**config.mk**
```make
export PLATFORM = sky130hd
export DESIGN_NAME = sbr_baud_gen
export DESIGN_NICKNAME = d
export VERILOG_FILES = /design/src/core/sbr_pkg.sv /design/src/core/sbr_baud_gen.sv
export SDC_FILE = /design/constraint.sdc
export NUM_CORES = 1
export LEC_CHECK = 0
export BUFFER_PORTS_ARGS = -buffer_cell sky130_fd_sc_hd__buf_2
export CAP_MARGIN = 25
export CORE_UTILIZATION = 46
export CTS_BUF_LIST = sky130_fd_sc_hd__clkbuf_2
export CTS_CLUSTER_DIAMETER = 120
export DETAILED_ROUTE_END_ITERATION = 10
export PLACE_DENSITY = 0.84
export SLEW_MARGIN = 20
export SYNTH_ARGS = -nofsm -noshare
export SYNTH_HDL_FRONTEND = slang
export SYNTH_SLANG_ARGS = --single-unit
```
**constraint.sdc**
```tcl
create_clock -name aclk -period 2 [get_ports aclk]
set_input_delay 0.2 -clock aclk [delete_from_list [all_inputs] [get_ports aclk]]
set_output_delay 0.2 -clock aclk [all_outputs]
set_load 0.01 [all_outputs]
```
**src/core/sbr_pkg.sv**
```systemverilog
// Package for the serial baud rate generator: register map, fields, reset values
package sbr_pkg;
  // Register byte offsets on the AXI4-Lite slave
  localparam logic [7:0] SBR_RATE_OFFS   = 8'h00;
  localparam logic [7:0] SBR_STATUS_OFFS = 8'h04;
  // Field positions inside the rate select register
  localparam int         SBR_RATE_LSB    = 0;
  localparam int         SBR_RATE_MSB    = 2;
  localparam int         SBR_PRE_LSB     = 4;
  localparam int         SBR_PRE_MSB     = 5;
  localparam logic [7:0] SBR_RATE_RST    = 8'h00;
  localparam logic [7:0] SBR_RATE_WMASK  = 8'h37;
  // Fixed sixty-four stage and prescale divisors
  localparam int         SBR_FIXED_DIV   = 64;
  localparam logic [3:0] SBR_PD_00       = 4'h1;
  localparam logic [3:0] SBR_PD_01       = 4'h3;
  localparam logic [3:0] SBR_PD_10       = 4'h4;
  localparam logic [3:0] SBR_PD_11       = 4'hD;
  // AXI responses
  localparam logic [1:0] SBR_RESP_OKAY   = 2'h0;
  localparam logic [1:0] SBR_RESP_SLVERR = 2'h2;
endpackage

```
**src/core/sbr_baud_gen.sv**
```systemverilog
// Serial baud rate generator with an AXI4-Lite register slave
// Function
// - One divisor setting gives one rate shared by receiver and transmitter.
// - Prescale select 00,01,10,11 divides by 1,3,4,13.
// - Reset clears prescale and rate select, both divisors become one.
// - Rate select n divides by two to the power n, up to 128.
// - Bit rate is module clock over 64 times prescale times rate divisor.
`timescale 1ns/1ps
`default_nettype none
module sbr_baud_gen
  import sbr_pkg::*;
(
  input  wire logic        aclk,
  input  wire logic        aresetn,
  input  wire logic [7:0]  s_axi_awaddr,
  input  wire logic        s_axi_awvalid,
  output logic             s_axi_awready,
  input  wire logic [31:0] s_axi_wdata,
  input  wire logic [3:0]  s_axi_wstrb,
  input  wire logic        s_axi_wvalid,
  output logic             s_axi_wready,
  output logic [1:0]       s_axi_bresp,
  output logic             s_axi_bvalid,
  input  wire logic        s_axi_bready,
  input  wire logic [7:0]  s_axi_araddr,
  input  wire logic        s_axi_arvalid,
  output logic             s_axi_arready,
  output logic [31:0]      s_axi_rdata,
  output logic [1:0]       s_axi_rresp,
  output logic             s_axi_rvalid,
  input  wire logic        s_axi_rready,
  output logic             baud_tick,
  output logic [7:0]       rate_sel_out
);

  function automatic logic [3:0] prescale_divisor(input logic [1:0] sel);
    logic [3:0] d;
    d = SBR_PD_00;
    case (sel)
      2'h0: d = SBR_PD_00;
      2'h1: d = SBR_PD_01;
      2'h2: d = SBR_PD_10;
      default: d = SBR_PD_11;
    endcase
    return d;
  endfunction

  logic [7:0]  serial_rate_select_reg;
  logic        aw_held_reg;
  logic        w_held_reg;
  logic [7:0]  aw_addr_reg;
  logic [31:0] w_data_reg;
  logic [3:0]  w_strb_reg;
  logic        restart_reg;
  logic [5:0]  fix_cnt_reg;
  logic [3:0]  pre_cnt_reg;
  logic [6:0]  rate_cnt_reg;
  logic [1:0]  prescale_sel;
  logic [2:0]  rate_sel;
  logic [3:0]  prescale_div;
  logic [7:0]  rate_divisor;
  logic        fix_tick;
  logic        pre_tick;
  logic        wr_fire;

  assign prescale_sel = serial_rate_select_reg[SBR_PRE_MSB:SBR_PRE_LSB];
  assign rate_sel     = serial_rate_select_reg[SBR_RATE_MSB:SBR_RATE_LSB];
  assign prescale_div = prescale_divisor(prescale_sel);
  assign rate_divisor = 8'h01 << rate_sel;
  assign wr_fire      = aw_held_reg && w_held_reg && !s_axi_bvalid;

  // Address and data may arrive in either order
  always_ff @(posedge aclk) begin
    if (!aresetn) begin
      aw_held_reg <= 1'b0;
      aw_addr_reg <= 8'h00;
    end else if (s_axi_awvalid && s_axi_awready) begin
      aw_held_reg <= 1'b1;
      aw_addr_reg <= s_axi_awaddr;
    end else if (wr_fire) begin
      aw_held_reg <= 1'b0;
    end
  end

  always_ff @(posedge aclk) begin
    if (!aresetn) begin
      w_held_reg <= 1'b0;
      w_data_reg <= 32'h0000_0000;
      w_strb_reg <= 4'h0;
    end else if (s_axi_wvalid && s_axi_wready) begin
      w_held_reg <= 1'b1;
      w_data_reg <= s_axi_wdata;
      w_strb_reg <= s_axi_wstrb;
    end else if (wr_fire) begin
      w_held_reg <= 1'b0;
    end
  end

  always_ff @(posedge aclk) begin
    if (!aresetn) begin
      s_axi_awready <= 1'b0;
      s_axi_wready  <= 1'b0;
    end else begin
      s_axi_awready <= !aw_held_reg && !(s_axi_awvalid && s_axi_awready) && !s_axi_bvalid;
      s_axi_wready  <= !w_held_reg && !(s_axi_wvalid && s_axi_wready) && !s_axi_bvalid;
    end
  end

  always_ff @(posedge aclk) begin
    if (!aresetn) begin
      serial_rate_select_reg <= SBR_RATE_RST;
      restart_reg            <= 1'b0;
    end else begin
      restart_reg <= 1'b0;
      if (wr_fire && aw_addr_reg[7:2] == SBR_RATE_OFFS[7:2] && w_strb_reg[0]) begin
        serial_rate_select_reg <= w_data_reg[7:0] & SBR_RATE_WMASK;
        restart_reg            <= 1'b1;
      end
    end
  end

  always_ff @(posedge aclk) begin
    if (!aresetn) begin
      s_axi_bvalid <= 1'b0;
      s_axi_bresp  <= SBR_RESP_OKAY;
    end else if (wr_fire) begin
      s_axi_bvalid <= 1'b1;
      if (aw_addr_reg[7:2] == SBR_RATE_OFFS[7:2]) begin
        s_axi_bresp <= SBR_RESP_OKAY;
      end else if (aw_addr_reg[7:2] == SBR_STATUS_OFFS[7:2]) begin
        s_axi_bresp <= SBR_RESP_OKAY;
      end else begin
        s_axi_bresp <= SBR_RESP_SLVERR;
      end
    end else if (s_axi_bready) begin
      s_axi_bvalid <= 1'b0;
    end
  end

  // Read path; status word shows live counter state
  always_ff @(posedge aclk) begin
    if (!aresetn) begin
      s_axi_arready <= 1'b0;
      s_axi_rvalid  <= 1'b0;
      s_axi_rdata   <= 32'h0000_0000;
      s_axi_rresp   <= SBR_RESP_OKAY;
    end else if (s_axi_arvalid && s_axi_arready) begin
      s_axi_arready <= 1'b0;
      s_axi_rvalid  <= 1'b1;
      if (s_axi_araddr[7:2] == SBR_RATE_OFFS[7:2]) begin
        s_axi_rdata <= {24'h00_0000, serial_rate_select_reg};
        s_axi_rresp <= SBR_RESP_OKAY;
      end else if (s_axi_araddr[7:2] == SBR_STATUS_OFFS[7:2]) begin
        s_axi_rdata <= {15'h0000, rate_cnt_reg, pre_cnt_reg, fix_cnt_reg};
        s_axi_rresp <= SBR_RESP_OKAY;
      end else begin
        s_axi_rdata <= 32'h0000_0000;
        s_axi_rresp <= SBR_RESP_SLVERR;
      end
    end else if (s_axi_rvalid) begin
      if (s_axi_rready) begin
        s_axi_rvalid  <= 1'b0;
      end
    end else begin
      s_axi_arready <= 1'b1;
    end
  end

  assign fix_tick = (fix_cnt_reg == 6'(SBR_FIXED_DIV - 1));
  assign pre_tick = fix_tick && (pre_cnt_reg == prescale_div - 4'h1);

  always_ff @(posedge aclk) begin
    if (!aresetn || restart_reg) begin
      fix_cnt_reg <= 6'h00;
    end else begin
      fix_cnt_reg <= fix_cnt_reg + 6'h01;
    end
  end

  always_ff @(posedge aclk) begin
    if (!aresetn || restart_reg) begin
      pre_cnt_reg <= 4'h0;
    end else if (pre_tick) begin
      pre_cnt_reg <= 4'h0;
    end else if (fix_tick) begin
      pre_cnt_reg <= pre_cnt_reg + 4'h1;
    end
  end

  // rate stage, pulse not gated clock
  always_ff @(posedge aclk) begin
    if (!aresetn || restart_reg) begin
      rate_cnt_reg <= 7'h00;
      baud_tick    <= 1'b0;
    end else begin
      baud_tick <= 1'b0;
      if (pre_tick) begin
        if ({1'b0, rate_cnt_reg} == rate_divisor - 8'h01) begin
          rate_cnt_reg <= 7'h00;
          baud_tick    <= 1'b1;
        end else begin
          rate_cnt_reg <= rate_cnt_reg + 7'h01;
        end
      end
    end
  end

  always_ff @(posedge aclk) begin
    if (!aresetn) begin
      rate_sel_out <= SBR_RATE_RST;
    end else begin
      rate_sel_out <= serial_rate_select_reg;
    end
  end

endmodule
`default_nettype wire

```
== Word-level counts from Yosys, hierarchy flattened ==
Cells that the tools add are included.

* Register bits after elaboration: 87
* Word-level logic and storage cells: 81
* Input bits: 59
* Output and inout port bits: 50

* Add/sub/neg operators: 5
* Shift operators: 1
* Reductions and logical operators: 28
* Equal/unequal tests: 7
* Bitwise logic cells: 2
* Muxes and demuxes: 18

{| class="wikitable"
|+ Operator list
! cell !! number
|-
| 17-bit 2-to-1 mux || 2
|-
| 6-bit by 1-bit == test with 1-bit output (second input constant) || 2
|-
| 1-bit logical AND || 12
|-
| 6-bit logical NOT || 2
|-
| 4-bit case mux with 3 select lines || 1
|-
| 1-bit 2-to-1 mux || 10
|-
| 7-bit by 8-bit == test with 1-bit output || 1
|-
| 2-bit 2-to-1 mux || 4
|-
| 1-bit by 3-bit << shifter with 8-bit output (first input constant) || 1
|-
| 8-bit by 1-bit subtractor with 8-bit output (second input constant) || 1
|-
| 7-bit by 1-bit adder with 7-bit output (second input constant) || 1
|-
| 7-bit 2-to-1 mux || 1
|-
| 6-bit by 1-bit adder with 6-bit output (second input constant) || 1
|-
| 6-bit == test (second input constant) || 1
|-
| 1-bit logical NOT || 6
|-
| 2-bit nonzero test || 3
|-
| 2-bit OR reduction || 3
|-
| 4-bit by 1-bit adder with 4-bit output (second input constant) || 1
|-
| 4-bit == test || 1
|-
| 4-bit by 1-bit subtractor with 4-bit output (second input constant) || 1
|-
| 2-bit by 1-bit == test with 1-bit output (second input constant) || 1
|-
| 2-bit == test (second input constant) || 1
|-
| 2-bit logical NOT || 1
|-
| 1-bit NOT || 2
|-
| 1-bit logical OR || 1
|}

== Logic depth before layout (Yosys ltp) ==
* Word-level depth: 7
* Mapped depth: 8
* Gate-level depth less buffers: 7

== Worst setup path after synthesis ==
No wires, ideal clock.

* Kind: register -> register
* From: reg serial_rate_select_reg[4]
* To: reg rate_cnt_reg[3]
* Period minus slack after synthesis: 1813 ps
* Arrival: 1683 ps
* Library setup time: 130 ps
* Slack: 187 ps
* Required time: 1870 ps
* Path buffers: 1
* Cell stages (with the launch flop): 9
* Cell sequence: dfxtp_1 inv_1 ha_1 xor2_1 o211ai_1 or2_2 clkbuf_1 o21ai_0 a21oi_1

* Cells in the longest elaborated chain, start to end: 5
* Elaborated cells between the ends (all ways): 7
* Classes of those cells: 1 x add/sub; 3 x eq/ne; 1 x mux; 2 x reduce/logical

{| class="wikitable"
|+ Ends and longest elaborated chain
! what !! line !! text
|-
| start, declared || sbr_baud_gen.sv:48 || <nowiki>logic [7:0] serial_rate_select_reg;</nowiki>
|-
| start signal, assigned || sbr_baud_gen.sv:116 || <nowiki>serial_rate_select_reg <= w_data_reg[7:0] & SBR_RATE_WMASK;</nowiki>
|-
| 2-bit == test, or another cell as far along || sbr_baud_gen.sv:39 || <nowiki>case (sel)</nowiki>
|-
| 4-bit case mux with 3 select lines (*) || sbr_baud_gen.sv:39 ||
|-
| 4-bit by 1-bit subtractor with 4-bit output (*) || sbr_baud_gen.sv:170 || <nowiki>assign pre_tick = fix_tick && (pre_cnt_reg == prescale_div - 4'h1);</nowiki>
|-
| 4-bit == test (*) || sbr_baud_gen.sv:170 ||
|-
| 1-bit logical AND (*) || sbr_baud_gen.sv:170 ||
|-
| end signal, assigned || sbr_baud_gen.sv:202 || <nowiki>rate_cnt_reg <= rate_cnt_reg + 7'h01;</nowiki>
|-
| end, declared || sbr_baud_gen.sv:57 || <nowiki>logic [6:0] rate_cnt_reg;</nowiki>
|}

Mark *: on every way between the ends. The rest lies on a longest branch, timed or not.
A chain may end at the register's enable or synchronous reset.

== Worst setup path in the final report ==
* From: reg fix_cnt_reg[0]
* To: reg rate_cnt_reg[5]

* Cells in the longest elaborated chain, start to end: 2

{| class="wikitable"
|+ Ends and longest elaborated chain
! what !! line !! text
|-
| start, declared || sbr_baud_gen.sv:55 || <nowiki>logic [5:0] fix_cnt_reg;</nowiki>
|-
| start signal, assigned || sbr_baud_gen.sv:176 || <nowiki>fix_cnt_reg <= fix_cnt_reg + 6'h01;</nowiki>
|-
| 6-bit == test || sbr_baud_gen.sv:169 || <nowiki>assign fix_tick = (fix_cnt_reg == 6'(SBR_FIXED_DIV - 1));</nowiki>
|-
| 1-bit logical AND || sbr_baud_gen.sv:170 ||
|}

Every way passes these cells.

==> results.yml <==
clocking:
  cts_buffers: 9
  cts.sinks: 67
  clk_pin_slew_worst_paths_ns: 0.20
  htree_num_levels: 3
  cts_tree: "done"
  cts_buffer_depth: 2
  root_buffer: "clkbuf_2"
  clock_latency_ns: 0.52
placement:
  dp_hpwl_um: 4300
  place_congestion: 0.849
  pre_cts_ws_ns: 0.158
  portBuffers: 54
timing:
  drv_slew: 0
  fin_ws_ns: 0.106
  hold_viol_final: 0
  setup_viol: 0
  post-route-min-period_ns: 1.89
  skew_ns: 0.0279
  grt_setup_unrepaired: "yes"
  relSlewSlack_pct: 66.4
  worst_slew_pin_slew_ns: 0.505
  hold_slack_ns: 0.155
  fin_crit_sh_pct: 94.7
  fin_tns_setup_ns: 0
  fmaxAchievable_ghz: 0.528
yosys:
  syn_avg_cell_area_sq_um: 8.67
  async_reset_ff_share_pct: 0
  synthCells: 329
  yosys_warnings: 0
  synthFlopType: "dfxtp_1"
  synth_edf_count: 0
  ys_seq_area_share_pct: 47.0
  synth_cell_type_count: 47
  synth-seq-cells: 67
  netlist_area_sq_um: 2850
critical_path:
  critPathCaptureType: "flop"
  worstRegToRegCells: 7
  worstPathRequired_ns: 2.45
  critical_path_class: "flop to flop"
  worstReg2RegStart: "fix_cnt_reg[0]"
  critPathLaunchType: "flop"
  reg2reg_slack_ns: 0.11
  cp.arrival_ns: 2.34
  worst-path-max-fanout: 6
  r2r-end: "rate_cnt_reg[5]"
cells_and_area:
  nets: 478
  layout_commonest_cell: "dfxtp_1"
  nFillCells: 501
  diodes: 0
  layout-drive-gt1-share_pct: 22.0
  areaGrowthSynthToFinish_pct: 23.5
  final_cell_mix: "dfxtp_1 (65), buf_2 (54), nor2_1 (37)"
  largest_reg_flops: 17
floorplan:
  die_h_um: 80.8
  fp.dieW_um: 80.8
  core_sq_um: 5960
  io_pins: 109
  start_util_pct: 47.9
  die-area_sq_um: 6520
  rows: 28
global_routing:
  grt_pass1_vias: 2354
  grt_remaining_overflow: 0
  grt_first_pass_wirelength_um: 11100
  grt_use_total_pct: 22.5
  grt_max_degree: 33
  grt_antenna_before_repair: 0
power_and_ir_drop:
  finalPower_mw: 2.25
  ir_drop_v: 0.000543
  power_density_nw_per_um2: 638
  power.leakage_nw: 1.48
routing:
  vias_per_cell: 5.29
  post_drt_wl_per_cell_um: 13.7
  drt_wl_total_um: 6780
  via_count: 2611
  postRouteAntennaNets: 0
  drt_first_pass_iters: 4
  drtIter0Drc: 195
  drc_errors: 0
hold_path:
  whs_path_depth: 5
  min_to: "s_axi_rdata[2]"
  min-delay-start: "s_axi_araddr[3]"
  hold_path_class: "primary input to flop"
outcome:
  status: "complete, no violations"
run:
  cap_violations: 0
==> area by class of cell <==
cell class                      instances  area [sq um]  share of cell area, %
Tap cell                               75          93.8                   2.66
Multi-Input combinational cell        232          1330                   37.7
Inverter                               13          48.8                   1.39
Clock inverter                          7          45.0                   1.28
Sequential cell                        67          1340                   38.2
Timing Repair Buffer                   91           618                   17.5
Clock buffer                            9          45.0                   1.28
==> metal layers <==
layer	share of wire, %	vias to the layer above	global-route usage [%]
met5	0	-	0
met4	2.3	0	11.8
met3	5.5	18	7.19
met2	51	96	36.3
met1	41	1212	26.8
li1	-	1285	-
==> how the worst max path moves through the flow <==
stage / end / startpoint / slack, ns
2_1_floorplan: rate_cnt_reg[3] / serial_rate_select_reg[4] / 0.19
3_3_place_gp: rate_cnt_reg[2] / serial_rate_select_reg[1] / 0.23
3_5_place_dp: rate_cnt_reg[4] / serial_rate_select_reg[4] / 0.16
4_1_cts: rate_cnt_reg[6] / serial_rate_select_reg[4] / 0.08
5_1_grt: rate_cnt_reg[5] / fix_cnt_reg[0] / -0.05
6_report: rate_cnt_reg[5] / fix_cnt_reg[0] / 0.11
==> critical path: stages (launching register included) <==
cell,delay [ns]
dfxtp_1,0.43
ha_1,0.20
and3_1,0.22
nand3_1,0.14
buf_4,0.19
nor4_1,0.35
o211ai_1,0.15
a21oi_1,0.15
==> where the power goes <==
part | leakage, nW | internal, mW | total (mW) | switching [mW]
Clock | 0.0513 | 0.155 | 0.655 | 0.500
Sequential | 0.544 | 1.37 | 1.39 | 0.0270
Combinational | 0.880 | 0.0888 | 0.199 | 0.110
Total | 1.48 | 1.61 | 2.25 | 0.637
==> kinds of logic (layout without fill, tap and decap cells) <==
group | count (synthesis) | count (layout) | share of synthesized area (%)
AOI/OAI and AO/OA | 74 | 74 | 16.4
xor gates and xnor gates | 7 | 7 | 2.15
adders and majority gates | 5 | 5 | 2.19
buffers and inverters | 49 | 120 | 9.39
DFF | 67 | 67 | 47.0
muxes | 5 | 5 | 1.89
other | 1 | 20 | 0.131
and+or+nand+nor | 121 | 121 | 20.8
==> cell usage after synthesis (2+ instances only) <==
cell type,number,area share (%)
a211oi_1,4,1.1
a21oi_1,27,4.7
o22ai_1,2,0.44
nand2b_1,4,0.88
nand2_1,29,3.8
and3_1,3,0.66
a22oi_1,17,4.5
xor2_1,4,1.2
or3_1,2,0.44
nor2b_1,3,0.66
xnor2_1,3,0.92
mux2i_1,2,0.70
o22a_1,2,0.61
clkbuf_1,13,1.7
ha_1,5,2.2
nor4b_1,3,0.92
mux2_2,3,1.2
nor2_1,37,4.9
and2_1,2,0.44
nor3_1,8,1.4
nand3_1,17,3.0
o21ai_0,11,1.9
buf_4,20,5.3
o211ai_1,3,0.79
nand4_1,2,0.44
inv_1,12,1.6
nor4_1,4,0.88
o2111ai_1,2,0.61
dfxtp_1,67,47
==> through the flow <==
step | instances | area (sq um) | utilization, %
final | 494 | 3520 | 59.1
after global routing | 494 | 3520 | 59.1
after CTS | 494 | 3510 | 58.9
after detailed placement | 450 | 3140 | 52.7
after global placement | 450 | 3140 | 52.7
after floorplan | 348 | 2920 | -
==> what timing repair did <==
action,in CTS,in global routing
setup buffers,0,0
setup endpoints to repair,0,6
gates resized for setup,0,4
endpoints found under the hold margin,19,0
hold buffers,28,0
Power figures use the tool's default switching activity.
